## src/hsl_map.svh

```systemverilog
/*
  register offsets, field positions, reset values and timing counts of the hub strap block.
  assumes a 32-bit apb slave with byte addresses, one aligned word per register.
*/
`ifndef HSL_MAP_SVH
`define HSL_MAP_SVH

// ----------------------------------------------------------------------------
// register offsets
// ----------------------------------------------------------------------------
`define HSL_CFG_OFS     8'h00
`define HSL_STATUS_OFS  8'h04
`define HSL_PORTS_OFS   8'h08
`define HSL_POWER_OFS   8'h0C
`define HSL_LED_OFS     8'h10

// ----------------------------------------------------------------------------
// field positions
// ----------------------------------------------------------------------------
`define HSL_F_PD        0
`define HSL_F_FX        2
`define HSL_F_LED       4
`define HSL_F_MTT       5
`define HSL_F_GANG      6
`define HSL_F_POL       7
`define HSL_F_STRAPMODE 8
`define HSL_F_RUN       9
`define HSL_F_CFGSEL    10
`define HSL_F_PORTEN    0
`define HSL_F_FIXED     8
`define HSL_F_OC        16
`define HSL_F_AMBER     8

// ----------------------------------------------------------------------------
// codes, reset values and counts
// ----------------------------------------------------------------------------
`define HSL_CFG_STRAPS  2'h2
`define HSL_CFG_RST     7'h00
`define HSL_PWR_RST     7'h00
`define HSL_LED_RST     16'h0000
`define HSL_SYNC_W      17
`define HSL_SETTLE_CYC  3'h4

`endif

```

## src/hsl_pkg.sv

```systemverilog
/*
  types shared by the hub strap block.
  assumes hsl_map.svh for all numeric constants.
*/
package hsl_pkg;

  // gray coded along wait -> take -> run
  typedef enum logic [1:0] {
    ST_WAIT = 2'b00,
    ST_TAKE = 2'b01,
    ST_RUN  = 2'b11
  } hsl_state_t;

  typedef struct packed {
    logic [1:0] cfg;
    logic       pol;
    logic       led;
    logic       mtt;
    logic       gang;
    logic [1:0] pd;
    logic [1:0] fx;
  } hsl_straps_t;

endpackage

```

## src/hsl_top.sv

```systemverilog
/*
  reset-time strap capture, indicator polarity and port power polarity of a seven-port hub.
  assumes an apb master on pclk, board pull resistors on the shared indicator pins,
  and external power switches and current monitors.
*/
// The placing of the registers and the APB register port are this design's own decisions.
// What this block does
// - straps other than polarity count only when config selects read high then low
// - disable code 00: all ports on, green 4 and 3 active high
// - codes 01/10/11 disable 7, 7-6, 7-5; bits set green 4/3 active low
// - sample straps at reset release; they set port attributes and led polarity
// - fixed-device code 00: all removable, green 2 and 1 active high
// - codes 01/10/11 fix port 1, 1-2, 1-3; bits set green 2/1 active low
// - external config with leds enabled drives green 4..1 active low
// - amber 7, 6, 5 always active low
// - amber 3 always active low
// - external config with leds enabled drives amber 4, 2, 1 active low
// - indicator strap 0 leaves amber 4 idle, other leds still driven; 1 enables amber 4, active low
// - translator strap 0 single, amber 2 high; 1 multiple, amber 2 low
// - gang strap 0: per-port power and sensing, amber 1 active high
// - gang strap 1: ganged power and sensing, amber 1 active low
// - during reset power enables follow the polarity pin, all ports off
// - polarity is latched at reset release and kept until next reset
// - latched polarity 0 gives active-low power enables, 1 active-high
`timescale 1ns/1ps
`default_nettype none
`include "hsl_map.svh"

module hsl_top (
  input  wire logic         pclk,
  input  wire logic         presetn,
  input  wire logic         psel,
  input  wire logic         penable,
  input  wire logic         pwrite,
  input  wire logic [7:0]   paddr,
  input  wire logic [31:0]  pwdata,
  output logic      [31:0]  prdata,
  output logic              pready,
  output logic              pslverr,
  input  wire logic         config_select_high,
  input  wire logic         config_select_low,
  input  wire logic         power_polarity_strap,
  input  wire logic [7:1]   green_indicator_i,
  output logic      [7:1]   green_indicator_o,
  output logic      [7:1]   green_indicator_oe,
  input  wire logic [7:1]   amber_indicator_i,
  output logic      [7:1]   amber_indicator_o,
  output logic      [7:1]   amber_indicator_oe,
  input  wire logic [7:1]   overcurrent_sense_n,
  output logic      [7:1]   port_power_enable
);
  import hsl_pkg::*;

  // --------------------------------------------------------------------------
  // pin synchronisation
  // --------------------------------------------------------------------------
  logic [`HSL_SYNC_W-1:0] raw;
  logic [`HSL_SYNC_W-1:0] syn;

  assign raw = {config_select_high, config_select_low, power_polarity_strap,
                amber_indicator_i[4], amber_indicator_i[2], amber_indicator_i[1],
                green_indicator_i[4:1], overcurrent_sense_n};

  hsl_sync u_sync (
    .pclk    (pclk),
    .presetn (presetn),
    .din     (raw),
    .dout    (syn)
  );

  // --------------------------------------------------------------------------
  // strap capture sequence
  // --------------------------------------------------------------------------
  hsl_state_t  state_q;
  hsl_state_t  state_d;
  logic [2:0]  cnt_q;
  logic [2:0]  cnt_d;
  hsl_straps_t straps_q;
  hsl_straps_t straps_d;
  logic        run;

  assign run = (state_q == ST_RUN);

  always_comb
  begin
    state_d  = state_q;
    cnt_d    = cnt_q;
    straps_d = straps_q;
    case (state_q)
      ST_WAIT:
      begin
        cnt_d = cnt_q + 3'h1;
        if (cnt_q == `HSL_SETTLE_CYC)
        begin
          state_d = ST_TAKE;
        end
      end
      ST_TAKE:
      begin
        // capture once after release; pins still inputs here
        straps_d.cfg  = syn[16:15];
        straps_d.pol  = syn[14];
        straps_d.led  = syn[13];
        straps_d.mtt  = syn[12];
        straps_d.gang = syn[11];
        straps_d.pd   = syn[10:9];
        straps_d.fx   = syn[8:7];
        state_d       = ST_RUN;
      end
      default:
      begin
        // nothing moves the straps until the next reset
        state_d = ST_RUN;
      end
    endcase
  end

  always_ff @(posedge pclk or negedge presetn)
  begin
    if (!presetn)
    begin
      state_q  <= ST_WAIT;
      cnt_q    <= 3'h0;
      straps_q <= '0;
    end
    else
    begin
      state_q  <= state_d;
      cnt_q    <= cnt_d;
      straps_q <= straps_d;
    end
  end

  // --------------------------------------------------------------------------
  // effective configuration
  // --------------------------------------------------------------------------
  logic [6:0] cfg_q;
  logic [6:0] cfg_d;
  logic [7:1] pwr_req_q;
  logic [7:1] pwr_req_d;
  logic [15:0] led_on_q;
  logic [15:0] led_on_d;
  logic       strap_mode;
  logic [1:0] pd;
  logic [1:0] fx;
  logic       indicator_enable_strap;
  logic       multi_translator_strap;
  logic       gang_en;
  logic [7:1] port_en;
  logic [7:1] fixed;
  logic [7:1] oc;
  logic       oc_any;

  // straps other than polarity apply only under internal default configuration
  assign strap_mode = (straps_q.cfg == `HSL_CFG_STRAPS);
  assign pd      = strap_mode ? straps_q.pd   : cfg_q[`HSL_F_PD +: 2];
  assign fx      = strap_mode ? straps_q.fx   : cfg_q[`HSL_F_FX +: 2];
  assign indicator_enable_strap  = strap_mode ? straps_q.led  : cfg_q[`HSL_F_LED];
  assign multi_translator_strap  = strap_mode ? straps_q.mtt  : cfg_q[`HSL_F_MTT];
  assign gang_en = strap_mode ? straps_q.gang : cfg_q[`HSL_F_GANG];
  // low on the sense input reports an overcurrent
  assign oc      = ~syn[6:0];
  assign oc_any  = |(oc & port_en);

  // --------------------------------------------------------------------------
  // per-port attributes, power and indicators
  // --------------------------------------------------------------------------
  logic [7:1] pwr_on;
  logic [7:1] green_low;
  logic [7:1] amber_low;
  logic [7:1] green_drv;
  logic [7:1] amber_drv;
  logic [7:1] ppe_d;
  logic [7:1] ppe_q;
  logic [7:1] gr_o_d;
  logic [7:1] gr_oe_d;
  logic [7:1] am_o_d;
  logic [7:1] am_oe_d;

  genvar p;
  generate
    for (p = 1; p <= 7; p++)
    begin : g_port
      // code n disables the top n ports
      if (p >= 5)
      begin : g_hi
        assign port_en[p] = (pd < 2'(8 - p));
      end
      else
      begin : g_lo
        assign port_en[p] = 1'b1;
      end
      // code n fixes the bottom n ports
      if (p <= 3)
      begin : g_fx
        assign fixed[p] = (fx >= 2'(p));
      end
      else
      begin : g_nfx
        assign fixed[p] = 1'b0;
      end
      // ganged or per-port switching and sensing
      assign pwr_on[p] = port_en[p] & (gang_en ? (pwr_req_q[1] & ~oc_any)
                                               : (pwr_req_q[p] & ~oc[p]));
      // off level is the inverse of the latched active level
      assign ppe_d[p]   = pwr_on[p] ? straps_q.pol : ~straps_q.pol;
      assign gr_o_d[p]  = led_on_q[p] ^ green_low[p];
      assign am_o_d[p]  = led_on_q[`HSL_F_AMBER + p] ^ amber_low[p];
      // pins turn to outputs only after the capture
      assign gr_oe_d[p] = run & green_drv[p];
      assign am_oe_d[p] = run & amber_drv[p];
    end
  endgenerate

  always_comb
  begin
    // upper green and amber 7..5, 3 are fixed active low
    green_low = 7'h7F;
    amber_low = 7'h7F;
    green_drv = 7'h7F;
    amber_drv = 7'h7F;
    if (strap_mode)
    begin
      // sampled bits choose green 4..1 polarity
      green_low[4] = pd[1];
      green_low[3] = pd[0];
      green_low[2] = fx[1];
      green_low[1] = fx[0];
      // amber 4 idle when leds are off
      amber_drv[4] = indicator_enable_strap;
      amber_low[2] = multi_translator_strap;
      amber_low[1] = gang_en;
    end
    else
    begin
      // external config: 4..1 active low, driven only with leds on
      green_drv[4:1] = {4{indicator_enable_strap}};
      amber_drv[4]   = indicator_enable_strap;
      amber_drv[2:1] = {2{indicator_enable_strap}};
    end
  end

  // combinational from the pin until the latch is made
  assign port_power_enable = run ? ppe_q : {7{~power_polarity_strap}};

  always_ff @(posedge pclk or negedge presetn)
  begin
    if (!presetn)
    begin
      ppe_q              <= 7'h00;
      green_indicator_o  <= 7'h00;
      green_indicator_oe <= 7'h00;
      amber_indicator_o  <= 7'h00;
      amber_indicator_oe <= 7'h00;
    end
    else
    begin
      ppe_q              <= ppe_d;
      green_indicator_o  <= gr_o_d;
      green_indicator_oe <= gr_oe_d;
      amber_indicator_o  <= am_o_d;
      amber_indicator_oe <= am_oe_d;
    end
  end

  // --------------------------------------------------------------------------
  // apb slave
  // --------------------------------------------------------------------------
  logic        acc;
  logic        rdy_d;
  logic [31:0] rd_d;
  logic        err_d;
  logic        mapped;
  logic [31:0] rd_word;

  assign acc   = psel & penable & pready;
  assign rdy_d = psel & penable & ~pready;

  always_comb
  begin
    rd_word = 32'h0000_0000;
    mapped  = 1'b1;
    if (paddr == `HSL_CFG_OFS)
    begin
      rd_word[6:0] = cfg_q;
    end
    else if (paddr == `HSL_STATUS_OFS)
    begin
      rd_word[`HSL_F_PD +: 2]     = pd;
      rd_word[`HSL_F_FX +: 2]     = fx;
      rd_word[`HSL_F_LED]         = indicator_enable_strap;
      rd_word[`HSL_F_MTT]         = multi_translator_strap;
      rd_word[`HSL_F_GANG]        = gang_en;
      rd_word[`HSL_F_POL]         = straps_q.pol;
      rd_word[`HSL_F_STRAPMODE]   = strap_mode;
      rd_word[`HSL_F_RUN]         = run;
      rd_word[`HSL_F_CFGSEL +: 2] = straps_q.cfg;
    end
    else if (paddr == `HSL_PORTS_OFS)
    begin
      rd_word[`HSL_F_PORTEN + 1 +: 7] = port_en;
      rd_word[`HSL_F_FIXED + 1 +: 7]  = fixed;
      rd_word[`HSL_F_OC + 1 +: 7]     = oc;
    end
    else if (paddr == `HSL_POWER_OFS)
    begin
      rd_word[7:1] = pwr_req_q;
    end
    else if (paddr == `HSL_LED_OFS)
    begin
      rd_word[15:0] = led_on_q;
    end
    else
    begin
      mapped = 1'b0;
    end
  end

  always_comb
  begin
    rd_d      = rdy_d ? (pwrite ? 32'h0000_0000 : rd_word) : prdata;
    err_d     = rdy_d ? ~mapped : 1'b0;
    cfg_d     = cfg_q;
    pwr_req_d = pwr_req_q;
    led_on_d  = led_on_q;
    if (acc && pwrite && !pslverr)
    begin
      if (paddr == `HSL_CFG_OFS)
      begin
        cfg_d = pwdata[6:0];
      end
      else if (paddr == `HSL_POWER_OFS)
      begin
        pwr_req_d = pwdata[7:1];
      end
      else if (paddr == `HSL_LED_OFS)
      begin
        led_on_d = {pwdata[15:9], 1'b0, pwdata[7:1], 1'b0};
      end
    end
  end

  always_ff @(posedge pclk or negedge presetn)
  begin
    if (!presetn)
    begin
      pready    <= 1'b0;
      prdata    <= 32'h0000_0000;
      pslverr   <= 1'b0;
      cfg_q     <= `HSL_CFG_RST;
      pwr_req_q <= `HSL_PWR_RST;
      led_on_q  <= `HSL_LED_RST;
    end
    else
    begin
      pready    <= rdy_d;
      prdata    <= rd_d;
      pslverr   <= err_d;
      cfg_q     <= cfg_d;
      pwr_req_q <= pwr_req_d;
      led_on_q  <= led_on_d;
    end
  end
endmodule

`default_nettype wire

```

## src/hsl_sync.sv

```systemverilog
/*
  three flip-flop synchroniser with agreement filter.
  assumes inputs are asynchronous to pclk; output moves once stages two and three agree.
*/
`timescale 1ns/1ps
`default_nettype none
`include "hsl_map.svh"

module hsl_sync (
  input  wire logic                   pclk,
  input  wire logic                   presetn,
  input  wire logic [`HSL_SYNC_W-1:0] din,
  output logic      [`HSL_SYNC_W-1:0] dout
);

  logic [`HSL_SYNC_W-1:0] s1_q;
  logic [`HSL_SYNC_W-1:0] s2_q;
  logic [`HSL_SYNC_W-1:0] s3_q;
  logic [`HSL_SYNC_W-1:0] out_d;

  always_comb
  begin
    for (int i = 0; i < `HSL_SYNC_W; i++)
    begin
      out_d[i] = (s2_q[i] == s3_q[i]) ? s3_q[i] : dout[i];
    end
  end

  always_ff @(posedge pclk or negedge presetn)
  begin
    if (!presetn)
    begin
      s1_q <= '0;
      s2_q <= '0;
      s3_q <= '0;
      dout <= '0;
    end
    else
    begin
      s1_q <= din;
      s2_q <= s1_q;
      s3_q <= s2_q;
      dout <= out_d;
    end
  end

endmodule

`default_nettype wire

```

## config.mk

```make
export PLATFORM = sky130hd
export DESIGN_NAME = hsl_top
export DESIGN_NICKNAME = d
export VERILOG_FILES = /design/src/hsl_pkg.sv /design/src/hsl_top.sv /design/src/hsl_sync.sv
export VERILOG_INCLUDE_DIRS = /design/src
export SDC_FILE = /design/constraint.sdc
export NUM_CORES = 1
export LEC_CHECK = 0
export ABC_AREA = 1
export BUFFER_PORTS_ARGS = -buffer_cell sky130_fd_sc_hd__buf_2
export CAP_MARGIN = 20
export CORE_MARGIN = 3
export CORE_UTILIZATION = 35
export DETAILED_ROUTE_END_ITERATION = 7
export PLACE_DENSITY_LB_ADDON = 0.08
export SYNTH_ARGS = -nofsm -noshare
export SYNTH_HDL_FRONTEND = slang
export SYNTH_SLANG_ARGS = --single-unit
```

## constraint.sdc

```tcl
create_clock -name pclk -period 1.94 [get_ports pclk]
set_input_delay 0.291 -clock pclk [delete_from_list [all_inputs] [get_ports pclk]]
set_output_delay 0.291 -clock pclk [all_outputs]
set_load 0.03 [all_outputs]
```

; ---- Yosys cells after proc, flatten, opt, wreduce, memory -nomap -nowiden
; Cells that the tools add are included.
[word_totals]
register_bits = 176
in_bits = 69
out_inout_bits = 69
word_cells = 185
[op_classes]
addsub = 1
order_cmp = 6
n_eq_ne = 26
muxes = 52
bitwise = 51
n_reduce_logical = 9
[ops]
columns = operator, count
row1 = 16-bit 2-to-1 mux, 5
row2 = 7-bit 2-to-1 mux, 8
row3 = 1-bit 2-to-1 mux, 26
row4 = 24-bit 2-to-1 mux, 1
row5 = 1-bit NOT, 22
row6 = 1-bit AND, 21
row7 = 1-bit equality test, 17
row8 = "8-bit by 4-bit equality test with 1-bit output, second input constant", 2
row9 = 12-bit 2-to-1 mux, 1
row10 = 2-bit 2-to-1 mux, 6
row11 = 4-bit 2-to-1 mux, 3
row12 = 9-bit 2-to-1 mux, 1
row13 = "8-bit by 3-bit equality test with 1-bit output, second input constant", 1
row14 = "8-bit by 5-bit equality test with 1-bit output, second input constant", 1
row15 = 8-bit logical NOT, 1
row16 = 8-bit 2-to-1 mux, 1
row17 = 7-bit AND, 1
row18 = 7-bit NOT, 1
row19 = 7-bit OR reduction, 1
row20 = 1-bit XOR, 6
row21 = "2-bit equality test, second input constant", 2
row22 = "2-bit >= comparator, second input constant", 2
row23 = "2-bit less-than comparator, second input constant", 2
row24 = 4-bit AND reduction, 1
row25 = other kinds (11), 12

; ---- Longest topological paths before layout
; Gate-level depths: netlist of the first run.
[logic_depth]
depth_word = 11
depth_mapped = 12
mapped_depth_nobuf = 11

; ---- Hierarchy
; A second synthesis of the first run with hierarchy kept.
[hier_totals]
cells_unflattened = 642
hier_area_um2 = 6393.6
[by_module_without_submodules]
columns = mod, n_inst, cells_each, area_each_um2, seq_area_each_um2
row1 = hsl_top, 1, 506, 4415.5, 2302.2
row2 = hsl_sync, 1, 136, 1978.1, 1701.6

; ---- Worst setup path before layout of the first run
; Ideal clock, no wire load.
[synth_timing]
path_type = register to output
startpoint = register state_q[0]
endpoint = output port port_power_enable[1] (netlist name)
arrival_time_ns = 1.341
required_time_ns = 1.649
slack_ns = 0.308
stages_incl_launch_ff = 6
path_buffers = 1
path_cell_list = dfrtp_1 nand2_1 clkinv_1 or2_2 clkbuf_1 nand2_1
[synth_between]
elab_chain_len = 2
[synth_lines]
columns = element, line
row1 = "start, declared", hsl_top.sv:74  ; hsl_state_t state_q;
row2 = "start signal, assigned", hsl_top.sv:128  ; state_q <= state_d;
row3 = 2-bit equality test, hsl_top.sv:82  ; assign run = (state_q == ST_RUN);
row4 = "named net am_oe_d, one bit", hsl_top.sv:178  ; logic [7:1] am_oe_d;
row5 = 7-bit 2-to-1 mux, hsl_top.sv:244  ; assign port_power_enable = run ? ppe_q : {7{~power_polarity_strap}};
row6 = "end, declared", hsl_top.sv:50  ; output logic [7:1] port_power_enable
; The timed path passes the listed nets, and every way through them passes these cells.

; ---- Worst setup path in the final report of the first run
[layout_timing]
startpoint = register state_q[0]
endpoint = output port port_power_enable[4] (netlist name)
; Same word-level chain as after synthesis.

==> results.md, run 1 <==
* Outcome: complete, no violations
* EDFF count, synth at 0
* Synth unique cells at 38
* Fin crit share at 94.4%
* Total wire length at 14.6 mm
* Via/cell ratio at 4.49
* Critical path arrival at 1.54 ns
* Synth area leader: dfrtp_1
* Final setup violation count at 0
* Clock Skews at 0.0224 ns
* PwrDens at 989 mW/mm2
* Total Die Area at 0.0197 mm2
* Main combinational cell family by area after synthesis: simple AND/OR/NAND/NOR gates
* Drt wl/cell at 14.9 um
* Crit path kind: flop to primary output
* Yosys warns at 0
* Async S/R FF share, synth at 100%
* Core ar. at 0.0175 mm2
* Cell internal pwr at 0.00598 W
* Die Span X at 140 um
* Dpl hpwl at 10.8 mm
* Synth top area cells: dfrtp_1 63%, nand2_1 9.0%, inv_1 3.6%
* Critical path origin: state_q[0]
* Util after Layout at 45.1%
* Antenna-violating nets left at 0
* Psw at 0.00182 W
* Initial Utilization at 36.1%
* Height of the die at 140 um
* Crit path time final at 1.83 ns
* GPL Wtd Cong at 0.930
* I/O Buffers at 104
* Synth Register Bits at 160
* Cells after synthesis at 609
* Unrepaired setup endpoints after global routing: false
* CTS Buf Count at 17
* Worst setup SP type: flop
* First-pass GRT wire length at 24.5 mm
* Max clock buf depth at 2
* Area delta synth->final at 25.0%
* Largest net degree at the start of global routing at 44
* Hold_ws at 0.129 ns
* Final std cells w/o fill at 975
* Area fraction in and, or, nand and nor cells after synthesis at 17.4%
* Leakage at 3.93 nW
* Max-slew violations at 0
* Launch point of the worst reg-to-reg path: straps_q[9]
* Postcts setup bufs at 0
* Setup TNS at 0 ns
* DRC at 0
* Nets@finish at 810
* Gate power share at 7.9%
* Post-Synth Adder-Cell Area at 3.09%
* Cell count after placement at 927
* Gr usage total at 15.9%
* Maximum VDD drop at 0.587 mV
* First drt pass iteration count at 7
* Worst hold path class: primary input to flop
* Clock Latency Late Sink at 0.43 ns
* Initial drt markers at 271
* H-Tree Depth at 4
* Maximum clock rate at 546 MHz
* Initial antenna violation count at 0
* CP max FO at 7
* Detailed-route via count at 4378
* Hold path startpoint: pwdata[14]
* Share of layout cells above drive strength 1 at 24.8%
* Row count at 48
* # IOs at 138
* CTS tree: yes
* Placed Area at 0.00704 mm2
* Final Cell Area at 0.00789 mm2
* Ant diodes at 0
* Max Cap Viol at 0
* Top cell type's share of synthesized area at 63.5%
* CP Capture Type: primary output
* Compound-cell area share of the yosys netlist at 6.80%
* Filler cells at 1679
* Final Hold Fails at 0
* Rel. slew slack at 66.3%
* Synth Area in XOR/XNOR at 1.11%
* Root Buffer: clkbuf_16
* Vias in the first global route at 4529
* Clk sinks at 160
* Sequential share of the synthesized area at 63.5%
* Worst-path clk slew at 0.06 ns
* Switching Share at 23.3%
* Grt total ovfl at 0
* Synth Cell Area at 0.00631 mm2
* Required @ worst endpoint at 1.65 ns
* Clock share of power at 46.4%
* Worst-margin pin slew at 0.501 ns
* Seq pwr share at 45.7%
* Mux contribution to synthesized area at 0.179%
* Top FF cell, synth: dfrtp_1
* Mean post-synth cell area at 10.4 um2
[synthesized netlist by cell type, drive strengths merged (2+ instances only)]
master  count
nand2     160
ha          2
dfrtp     160
o21ai      49
xor2        7
nand3      31
buf        27
a21oi      24
maj3       17
nor2       45
nor3        3
inv        65
clkinv      4
clkbuf      4
nand4       2
[timing repair]
item	in CTS	in global routing
endpoints found under the setup margin	7	0
endpoints found under the hold margin	56	0
hold buffers	18	0
resized for setup	10	0
[flip-flops by register name, summed over array words and instances, names as in the netlist]
name / flops
pready: 1
amber_indicator_oe: 3
cfg_q: 7
u_sync.s3_q: 17
u_sync.dout: 17
led_on_q: 14
state_q: 2
amber_indicator_o: 7
green_indicator_o: 7
ppe_q: 7
prdata: 23
pwr_req_q: 7
cnt_q: 3
u_sync.s1_q: 17
pslverr: 1
u_sync.s2_q: 17
straps_q: 10
[cell type report]
type / count / area [um2] / share of cell area, %
clock buffer: 18 / 429 / 5.44
clock inverter: 12 / 208 / 2.63
timing repair buffer: 134 / 852 / 10.8
multi-input combinational: 357 / 1850 / 23.4
sequential: 160 / 4000 / 50.8
tap: 225 / 282 / 3.57
inverter: 69 / 264 / 3.35
[layout by cell type (no fill, tap or decap), types with 4 or more instances in the layout]
cell	instances
o21ai_2	8
nand2_4	4
inv_2	5
buf_4	16
nand3_2	5
nor2_4	4
nand2_2	6
dlygate4sd3_1	18
o21ai_0	33
dfrtp_1	160
xor2_1	7
nor2_1	38
buf_2	96
nand2_1	150
maj3_1	17
o21ai_1	8
inv_1	60
bufinv_16	5
a21oi_1	24
nand3_1	25
clkbuf_16	17
conb_1	9
[through the flow]
stage / power (W) / setup WS [ns]
after global placement: 0.00420 / 0.278
after floorplan: 0.00397 / 0.308
after detailed placement: 0.00421 / 0.266
after global routing: 0.00813 / 0.00212
final: 0.00780 / 0.108
after CTS: 0.00791 / 0.0798
[path summary, 6_finish.rpt]
check	endpoint	slack (ns)	depth (start not counted)
setup reg to reg	prdata[11]	0.27	6
setup / recovery	port_power_enable[4]	0.11	5
max in group asynchronous	prdata[14]	0.90	3
hold / removal	led_on_q[14]	0.13	3
hold reg to reg	u_sync.s2_q[0]	0.35	0
min in group asynchronous	u_sync.s2_q[12]	0.35	2
[power groups by stage]
stage          clock network, W  registers (W)  logic (W)
2_1_floorplan                 0        0.00363   0.000339
6_report                0.00362        0.00357   0.000615
3_3_place_gp                  0        0.00363   0.000576
4_1_cts                 0.00372        0.00357   0.000628
5_1_grt                 0.00385        0.00358   0.000689
3_5_place_dp                  0        0.00363   0.000585
[cell families after synthesis]
group,count (synthesis)
buffers and inverters,100
multiplexers,1
AND/OR/NAND/NOR,243
XOR/XNOR,8
other,1
adder cells (fa/ha/maj),19
flip-flops,160
AO/OA/AOI/OAI,77
[metal layers]
| metal | part of all wire, % | up-vias | global-route usage (%) |
|---|---|---|---|
| met5 | 0 | - | 0 |
| met4 | 2.1 | 0 | 6.58 |
| met3 | 4.9 | 23 | 3.62 |
| met2 | 44 | 127 | 23.3 |
| met1 | 49 | 2068 | 22.9 |
| li1 | - | 2160 | - |
[critical path, stage by stage (launching register included)]
cell and delay [ns]:
dfrtp_1 0.42, nand2_4 0.13, clkinv_1 0.09, or2_4 0.26, nand2_1 0.07, buf_4 0.15
No activity file was read; power rests on OpenSTA's default activity.
==> run 2: changes to the inputs <==
--- a/config.mk
+++ b/config.mk
@@ -6,7 +6,6 @@
 export SDC_FILE = /design/constraint.sdc
 export NUM_CORES = 1
 export LEC_CHECK = 0
-export ABC_AREA = 1
 export BUFFER_PORTS_ARGS = -buffer_cell sky130_fd_sc_hd__buf_2
 export CAP_MARGIN = 20
 export CORE_MARGIN = 3
==> run 2 against run 1 <==
First-iteration DRC count shrank 41%. Largest cell class unchanged. Clock power shrank 6.9%. Non-clock buffer count grew 25. Clock-buffer cell count shrank 1. Setup slack lost 0.067 ns. Die area shrank 3.1%. Critical endpoint is now ppe_q[2].
==> results.md, run 2 <==
* Outcome: complete, no violations
* Cells after synthesis at 461
* Final Hold Fails at 0
* Row count at 47
* Area delta synth->final at 29.2%
* Async S/R FF share, synth at 100%
* Final worst slack at 0.0412 ns
* Clock Skews at 0.0146 ns
* Max clock buf depth at 2
* Clock Latency Late Sink at 0.42 ns
* Setup slack, reg-to-reg at 0.04 ns
* Sequential share of the synthesized area at 65.6%
* Fin crit share at 97.9%
* Worst hold path endpoint: u_sync.s1_q[14]
* Share of layout cells above drive strength 1 at 32.7%
* Initial Utilization at 36.3%
* Crit path kind: flop to flop
* # IOs at 138
* Top FF cell, synth: dfrtp_1
* Height of the die at 138 um
* Synth top area cells: dfrtp_1 66%, mux2_1 4.6%, maj3_1 2.8%
* Root Buffer: clkbuf_16
* Hold path startpoint: power_polarity_strap
* Maximum VDD drop at 0.610 mV
* Required @ worst endpoint at 2.28 ns
* Core ar. at 0.0168 mm2
* GPL Wtd Cong at 0.854
* Total wire length at 14.2 mm
* Antenna-violating nets left at 0
* Synth unique cells at 55
* Worst hold path class: primary input to flop
* Filler cells at 1566
* Max-slew violations at 0
* Nets@finish at 682
* Synth Register Bits at 160
* CP Capture Type: flop
* Initial drt markers at 160
* Via/cell ratio at 4.76
* Mean post-synth cell area at 13.2 um2
* Synth cell count leaders: 160 x dfrtp_1, 34 x nand2_1, 25 x mux2_1
* Slowest CP cell: or4b_4
* Cell internal pwr at 0.00565 W
* Max Cap Viol at 0
* Die Span X at 138 um
* Max stage delay on crit path at 0.53 ns
* EDFF count, synth at 0
* Final Cell Area at 0.00788 mm2
* CTS tree: yes
* FF-to-FF End: ppe_q[2]
* Clock share of power at 44.7%
* CP max FO at 7
* Buf+Inv Stages, Crit Path at 2
* Grt total ovfl at 0
* Launch point of the worst reg-to-reg path: straps_q[8]
* R2R depth at 7
* Most frequent cell after synthesis: dfrtp_1
* Clk sinks at 160
* Psw at 0.00188 W
* Maximum clock rate at 527 MHz
* Synth Cell Area at 0.00610 mm2
* First drt pass iteration count at 4
* CTS Buf Count at 17
* Gate power share at 7.8%
* DRC at 0
* Leakage at 3.66 nW
* Crit-path cells: buf_4, or4b_4, o311ai_2, a2111oi_4, buf_6, a31oi_2, xor2_1
* Crit path time final at 1.90 ns
* Most common cell after layout, fill and taps aside: dfrtp_1
* Min-Delay Path Depth at 1
* Worst-path clk slew at 0.07 ns
* H-Tree Depth at 4
* Drt wl/cell at 16.8 um
* Largest net degree at the start of global routing at 50
* Initial antenna violation count at 0
* Critical path arrival at 2.23 ns
* Unrepaired setup endpoints after global routing: true
* Synth area leader: dfrtp_1
* Seq pwr share at 47.4%
* PwrDens at 955 mW/mm2
* I/O Buffers at 104
* Dpl hpwl at 10.5 mm
* Gr usage total at 15.3%
* Top delay family on crit path: simple AND/OR/NAND/NOR gates
* Top cell type's share of synthesized area at 65.6%
* Yosys warns at 0
* Worst setup SP type: flop
* Final setup violation count at 0
* Vias in the first global route at 3984
* Detailed-route via count at 4014
* Max reg flops at 23
* Placed Area at 0.00702 mm2
* Top reg by flops: prdata
* Ant diodes at 0
* Total Die Area at 0.0191 mm2
* Setup WS pre-CTS at -0.0445 ns
* Switching Share at 25.0%
* First-pass GRT wire length at 22.9 mm
* Highest-count cells in the layout ignoring fill and taps: 160 x dfrtp_1, 102 x buf_2, 34 x nand2_1, 33 x buf_4, 25 x mux2_1
## run 2: cell types whose count changed in the layout (fill, tap and decap cells not counted), sizes merged, moves of 24 or more
cell | before | now
nand2 | 160 | 34
inv | 68 | 22
mux2 | 1 | 39
nor2 | 45 | 19
o21ai | 49 | 23
buf | 116 | 141
nand3 | 31 | 7
## run 2: what timing repair did
action | CTS | global route
endpoints found under the hold margin | 42 | 0
pin swaps | 0 | 1
gates resized for setup | 3 | 14
hold buffers | 17 | 0
setup buffers | 0 | 1
endpoints found under the setup margin | 15 | 16
## run 2: metrics by stage
step | hold slack (ns) | utilization [%] | power, W | instances | TNS [ns]
global route | 0.0185 | 46.9 | 0.00784 | 844 | -0.0448
CTS | 0.00278 | 46.4 | 0.00762 | 843 | 0
finish | 0.0295 | 46.9 | 0.00753 | 844 | 0
detailed placement | 0.194 | 41.8 | 0.00420 | 794 | -0.319
floorplan | -0.00459 | - | 0.00392 | 469 | 0
global placement | 0.188 | 41.8 | 0.00419 | 794 | -0.273
## run 2: cell type report
cell class	count	area, um2	share of cell area [%]
well taps	220	275	3.49
flip-flops and latches	160	4000	50.8
multi-input cells	257	1910	24.2
clock buffers	17	425	5.40
inverters	16	60.1	0.762
repair buffers	159	1030	13.1
clock inverters	15	176	2.24
## run 2: power by group through the flow
stage               Combinational [W]  Sequential, W  Clock (W)
finish                       0.000591        0.00357    0.00337
CTS                          0.000594        0.00357    0.00345
detailed placement           0.000565        0.00363          0
floorplan                    0.000292        0.00363          0
global route                 0.000649        0.00359    0.00361
global placement             0.000562        0.00363          0
## run 2: how the worst max path moves through the flow
stage / cells after the start / slack, ns / from / end
after floorplan: 7 / 0.13 / paddr[5] / pwr_req_q[1]
after global placement: 8 / -0.05 / paddr[5] / pwr_req_q[1]
after detailed placement: 8 / -0.04 / paddr[5] / pwr_req_q[2]
after CTS: 4 / 0.002 / state_q[0] / port_power_enable[5]
after global routing: 7 / -0.02 / straps_q[8] / ppe_q[2]
final: 7 / 0.04 / straps_q[8] / ppe_q[2]
## run 2: routing by layer
metal / track usage, % / up-vias / wire length (um)
li1: - / 1875 / -
met1: 21.6 / 2002 / 6660
met2: 22.7 / 113 / 6400
met3: 3.94 / 24 / 748
met4: 6.34 / 0 / 347
met5: 0 / - / 0
## run 2: cells by family (layout without fill, tap and decap cells)
family / Yosys count / count (layout) / synth area share [%]
adders and majority gates: 19 / 19 / 3.20
buffers and inverters: 52 / 207 / 4.68
muxes: 44 / 44 / 8.08
AOI/OAI and AO/OA: 81 / 81 / 9.25
and+or+nand+nor: 89 / 89 / 6.95
DFF: 160 / 160 / 65.6
other: 1 / 9 / 0.0615
xor gates and xnor gates: 15 / 15 / 2.15
==> run 3: changes to the inputs <==
--- a/config.mk
+++ b/config.mk
@@ -8,6 +8,8 @@
 export LEC_CHECK = 0
 export BUFFER_PORTS_ARGS = -buffer_cell sky130_fd_sc_hd__buf_2
 export CAP_MARGIN = 20
+export CELL_PAD_IN_SITES_DETAIL_PLACEMENT = 2
+export CELL_PAD_IN_SITES_GLOBAL_PLACEMENT = 2
 export CORE_MARGIN = 3
 export CORE_UTILIZATION = 35
 export DETAILED_ROUTE_END_ITERATION = 7
==> run 3 against run 2 <==
Register-to-register slack hardly changed. Die area is the same. Non-clock buffer count is 2 higher. Power decreased by 1.2%. Via count up 3.3%. Largest power group unchanged. Largest cell class unchanged. Critical path depth decreased by 1. Sequential power barely moved. Critical endpoint unchanged. Maximum frequency increased by 0.30%.
==> results.md, run 3 (synthesis gave the netlist of run 2 again) <==
* Outcome: complete, no violations
* PwrDens at 947 mW/mm2
* Gate power share at 8.0%
* Drt wl/cell at 18.8 um
* Worst setup SP type: flop
* Final Hold Fails at 0
* Metal3 WL at 711 um
* Area delta synth->final at 28.8%
* Unrepaired setup endpoints after global routing: true
* Final worst slack at 0.0469 ns
* DRC at 0
* Max stage delay on crit path at 0.56 ns
* Total wire length at 15.9 mm
* Via/cell ratio at 4.89
* First drt pass iteration count at 4
* Setup WS pre-CTS at -0.0950 ns
* # IOs at 138
* First-pass GRT wire length at 26.4 mm
* Maximum clock rate at 528 MHz
* Crit-path cells: or4b_4, o311ai_2, a2111oi_4, buf_4, a31oi_1, xor2_1
* Top Metal Used: met4
* Die Span X at 138 um
* Max reg flops at 23
* Top delay family on crit path: simple AND/OR/NAND/NOR gates
* CTS tree: yes
* Initial drt markers at 105
* Total Die Area at 0.0191 mm2
* Vias in the first global route at 4618
* Clock share of power at 43.8%
* Clk sinks at 160
* Max Cap Viol at 0
* Gr usage total at 17.6%
* Filler cells at 1681
* Share of layout cells above drive strength 1 at 32.6%
* GPL Wtd Cong at 0.861
* Most common cell after layout, fill and taps aside: dfrtp_1
* Core ar. at 0.0168 mm2
* Psw at 0.00192 W
* Final Cell Area at 0.00786 mm2
* Cell internal pwr at 0.00552 W
* Placed Area at 0.00700 mm2
* Seq pwr share at 48.1%
* Initial Utilization at 36.3%
* Metal2 WL at 7.71 mm
* Detailed-route via count at 4146
* H-Tree Depth at 4
* Max-slew violations at 0
* Switching Share at 25.8%
* Initial antenna violation count at 0
* Setup TNS at 0 ns
* Nets@finish at 684
* Buf+Inv Stages, Crit Path at 1
* Largest net degree at the start of global routing at 50
* Clock Skews at 0.00629 ns
* Post-Route M1 WL at 7.29 mm
* Maximum VDD drop at 0.593 mV
* CP Capture Type: flop
* Row count at 47
* Critical path arrival at 2.24 ns
* Final setup violation count at 0
* Root Buffer: clkbuf_16
* Crit path kind: flop to flop
* Fin crit share at 97.6%
* Clock Latency Late Sink at 0.42 ns
* Crit path time final at 1.89 ns
* Dpl hpwl at 11.5 mm
* Worst-path clk slew at 0.07 ns
* CTS Buf Count at 17
* Slowest CP cell: or4b_4
* Highest-count cells in the layout ignoring fill and taps: 157 x dfrtp_1, 103 x buf_2, 37 x buf_4, 34 x nand2_1, 25 x mux2_1
* Worst hold path class: primary input to flop
* CP max FO at 6
* Leakage at 3.67 nW
* Height of the die at 138 um
* Antenna-violating nets left at 0
* Grt total ovfl at 0
* I/O Buffers at 104
* Max clock buf depth at 2
* Required @ worst endpoint at 2.28 ns
* Top reg by flops: prdata
## run 3: stage by stage
step	hold WS (ns)	util [%]	cells	power (W)
2_1_floorplan	-0.00459	-	469	0.00392
3_3_place_gp	0.273	41.6	793	0.00417
3_5_place_dp	0.273	41.6	793	0.00420
4_1_cts	0.0611	46.2	843	0.00753
5_1_grt	0.0754	46.7	846	0.00777
6_report	0.0797	46.7	847	0.00744
## run 3: metal layers
| metal | up-vias | global-route usage, % |
|---|---|---|
| li1 | 1881 | - |
| met1 | 2141 | 23.3 |
| met2 | 106 | 28.8 |
| met3 | 18 | 4.01 |
| met4 | 0 | 5.88 |
| met5 | - | 0 |
## run 3: layout make-up
class	instances	area, um2	share of cell area (%)
Sequential cell	160	4010	51.0
Multi-Input combinational cell	257	1910	24.3
Timing Repair Buffer	161	1020	13.0
Clock buffer	17	425	5.42
Tap cell	220	275	3.50
Clock inverter	15	149	1.90
Inverter	16	60.1	0.765
Antenna cell	1	2.50	0.0319
## run 3: path summary, 6_finish.rpt
| check | start | slack (ns) | cells after the start | to |
|---|---|---|---|---|
| setup / recovery | straps_q[8] | 0.05 | 6 | ppe_q[2] |
| hold / removal | pwdata[12] | 0.08 | 2 | led_on_q[12] |
| setup reg to reg | straps_q[8] | 0.05 | 6 | ppe_q[2] |
| hold reg to reg | u_sync.s1_q[3] | 0.35 | 0 | u_sync.s2_q[3] |
| max in group asynchronous | presetn | 0.95 | 3 | led_on_q[6] |
| min in group asynchronous | presetn | 0.38 | 2 | u_sync.s2_q[14] |
## run 3: what timing repair did
action | in CTS | in global routing
resized for setup | 5 | 10
buffers inserted | 0 | 3
setup endpoints to repair | 15 | 17
endpoints found under the hold margin | 61 | 0
hold buffers | 18 | 0
pin swaps | 2 | 1
## run 3: power groups by stage
stage                     Combinational [W]  Sequential [W]  Clock [W]
after global placement             0.000547         0.00363          0
after global routing               0.000660         0.00360    0.00351
final                              0.000598         0.00358    0.00326
after floorplan                    0.000292         0.00363          0
after detailed placement           0.000560         0.00364          0
after CTS                          0.000595         0.00358    0.00335
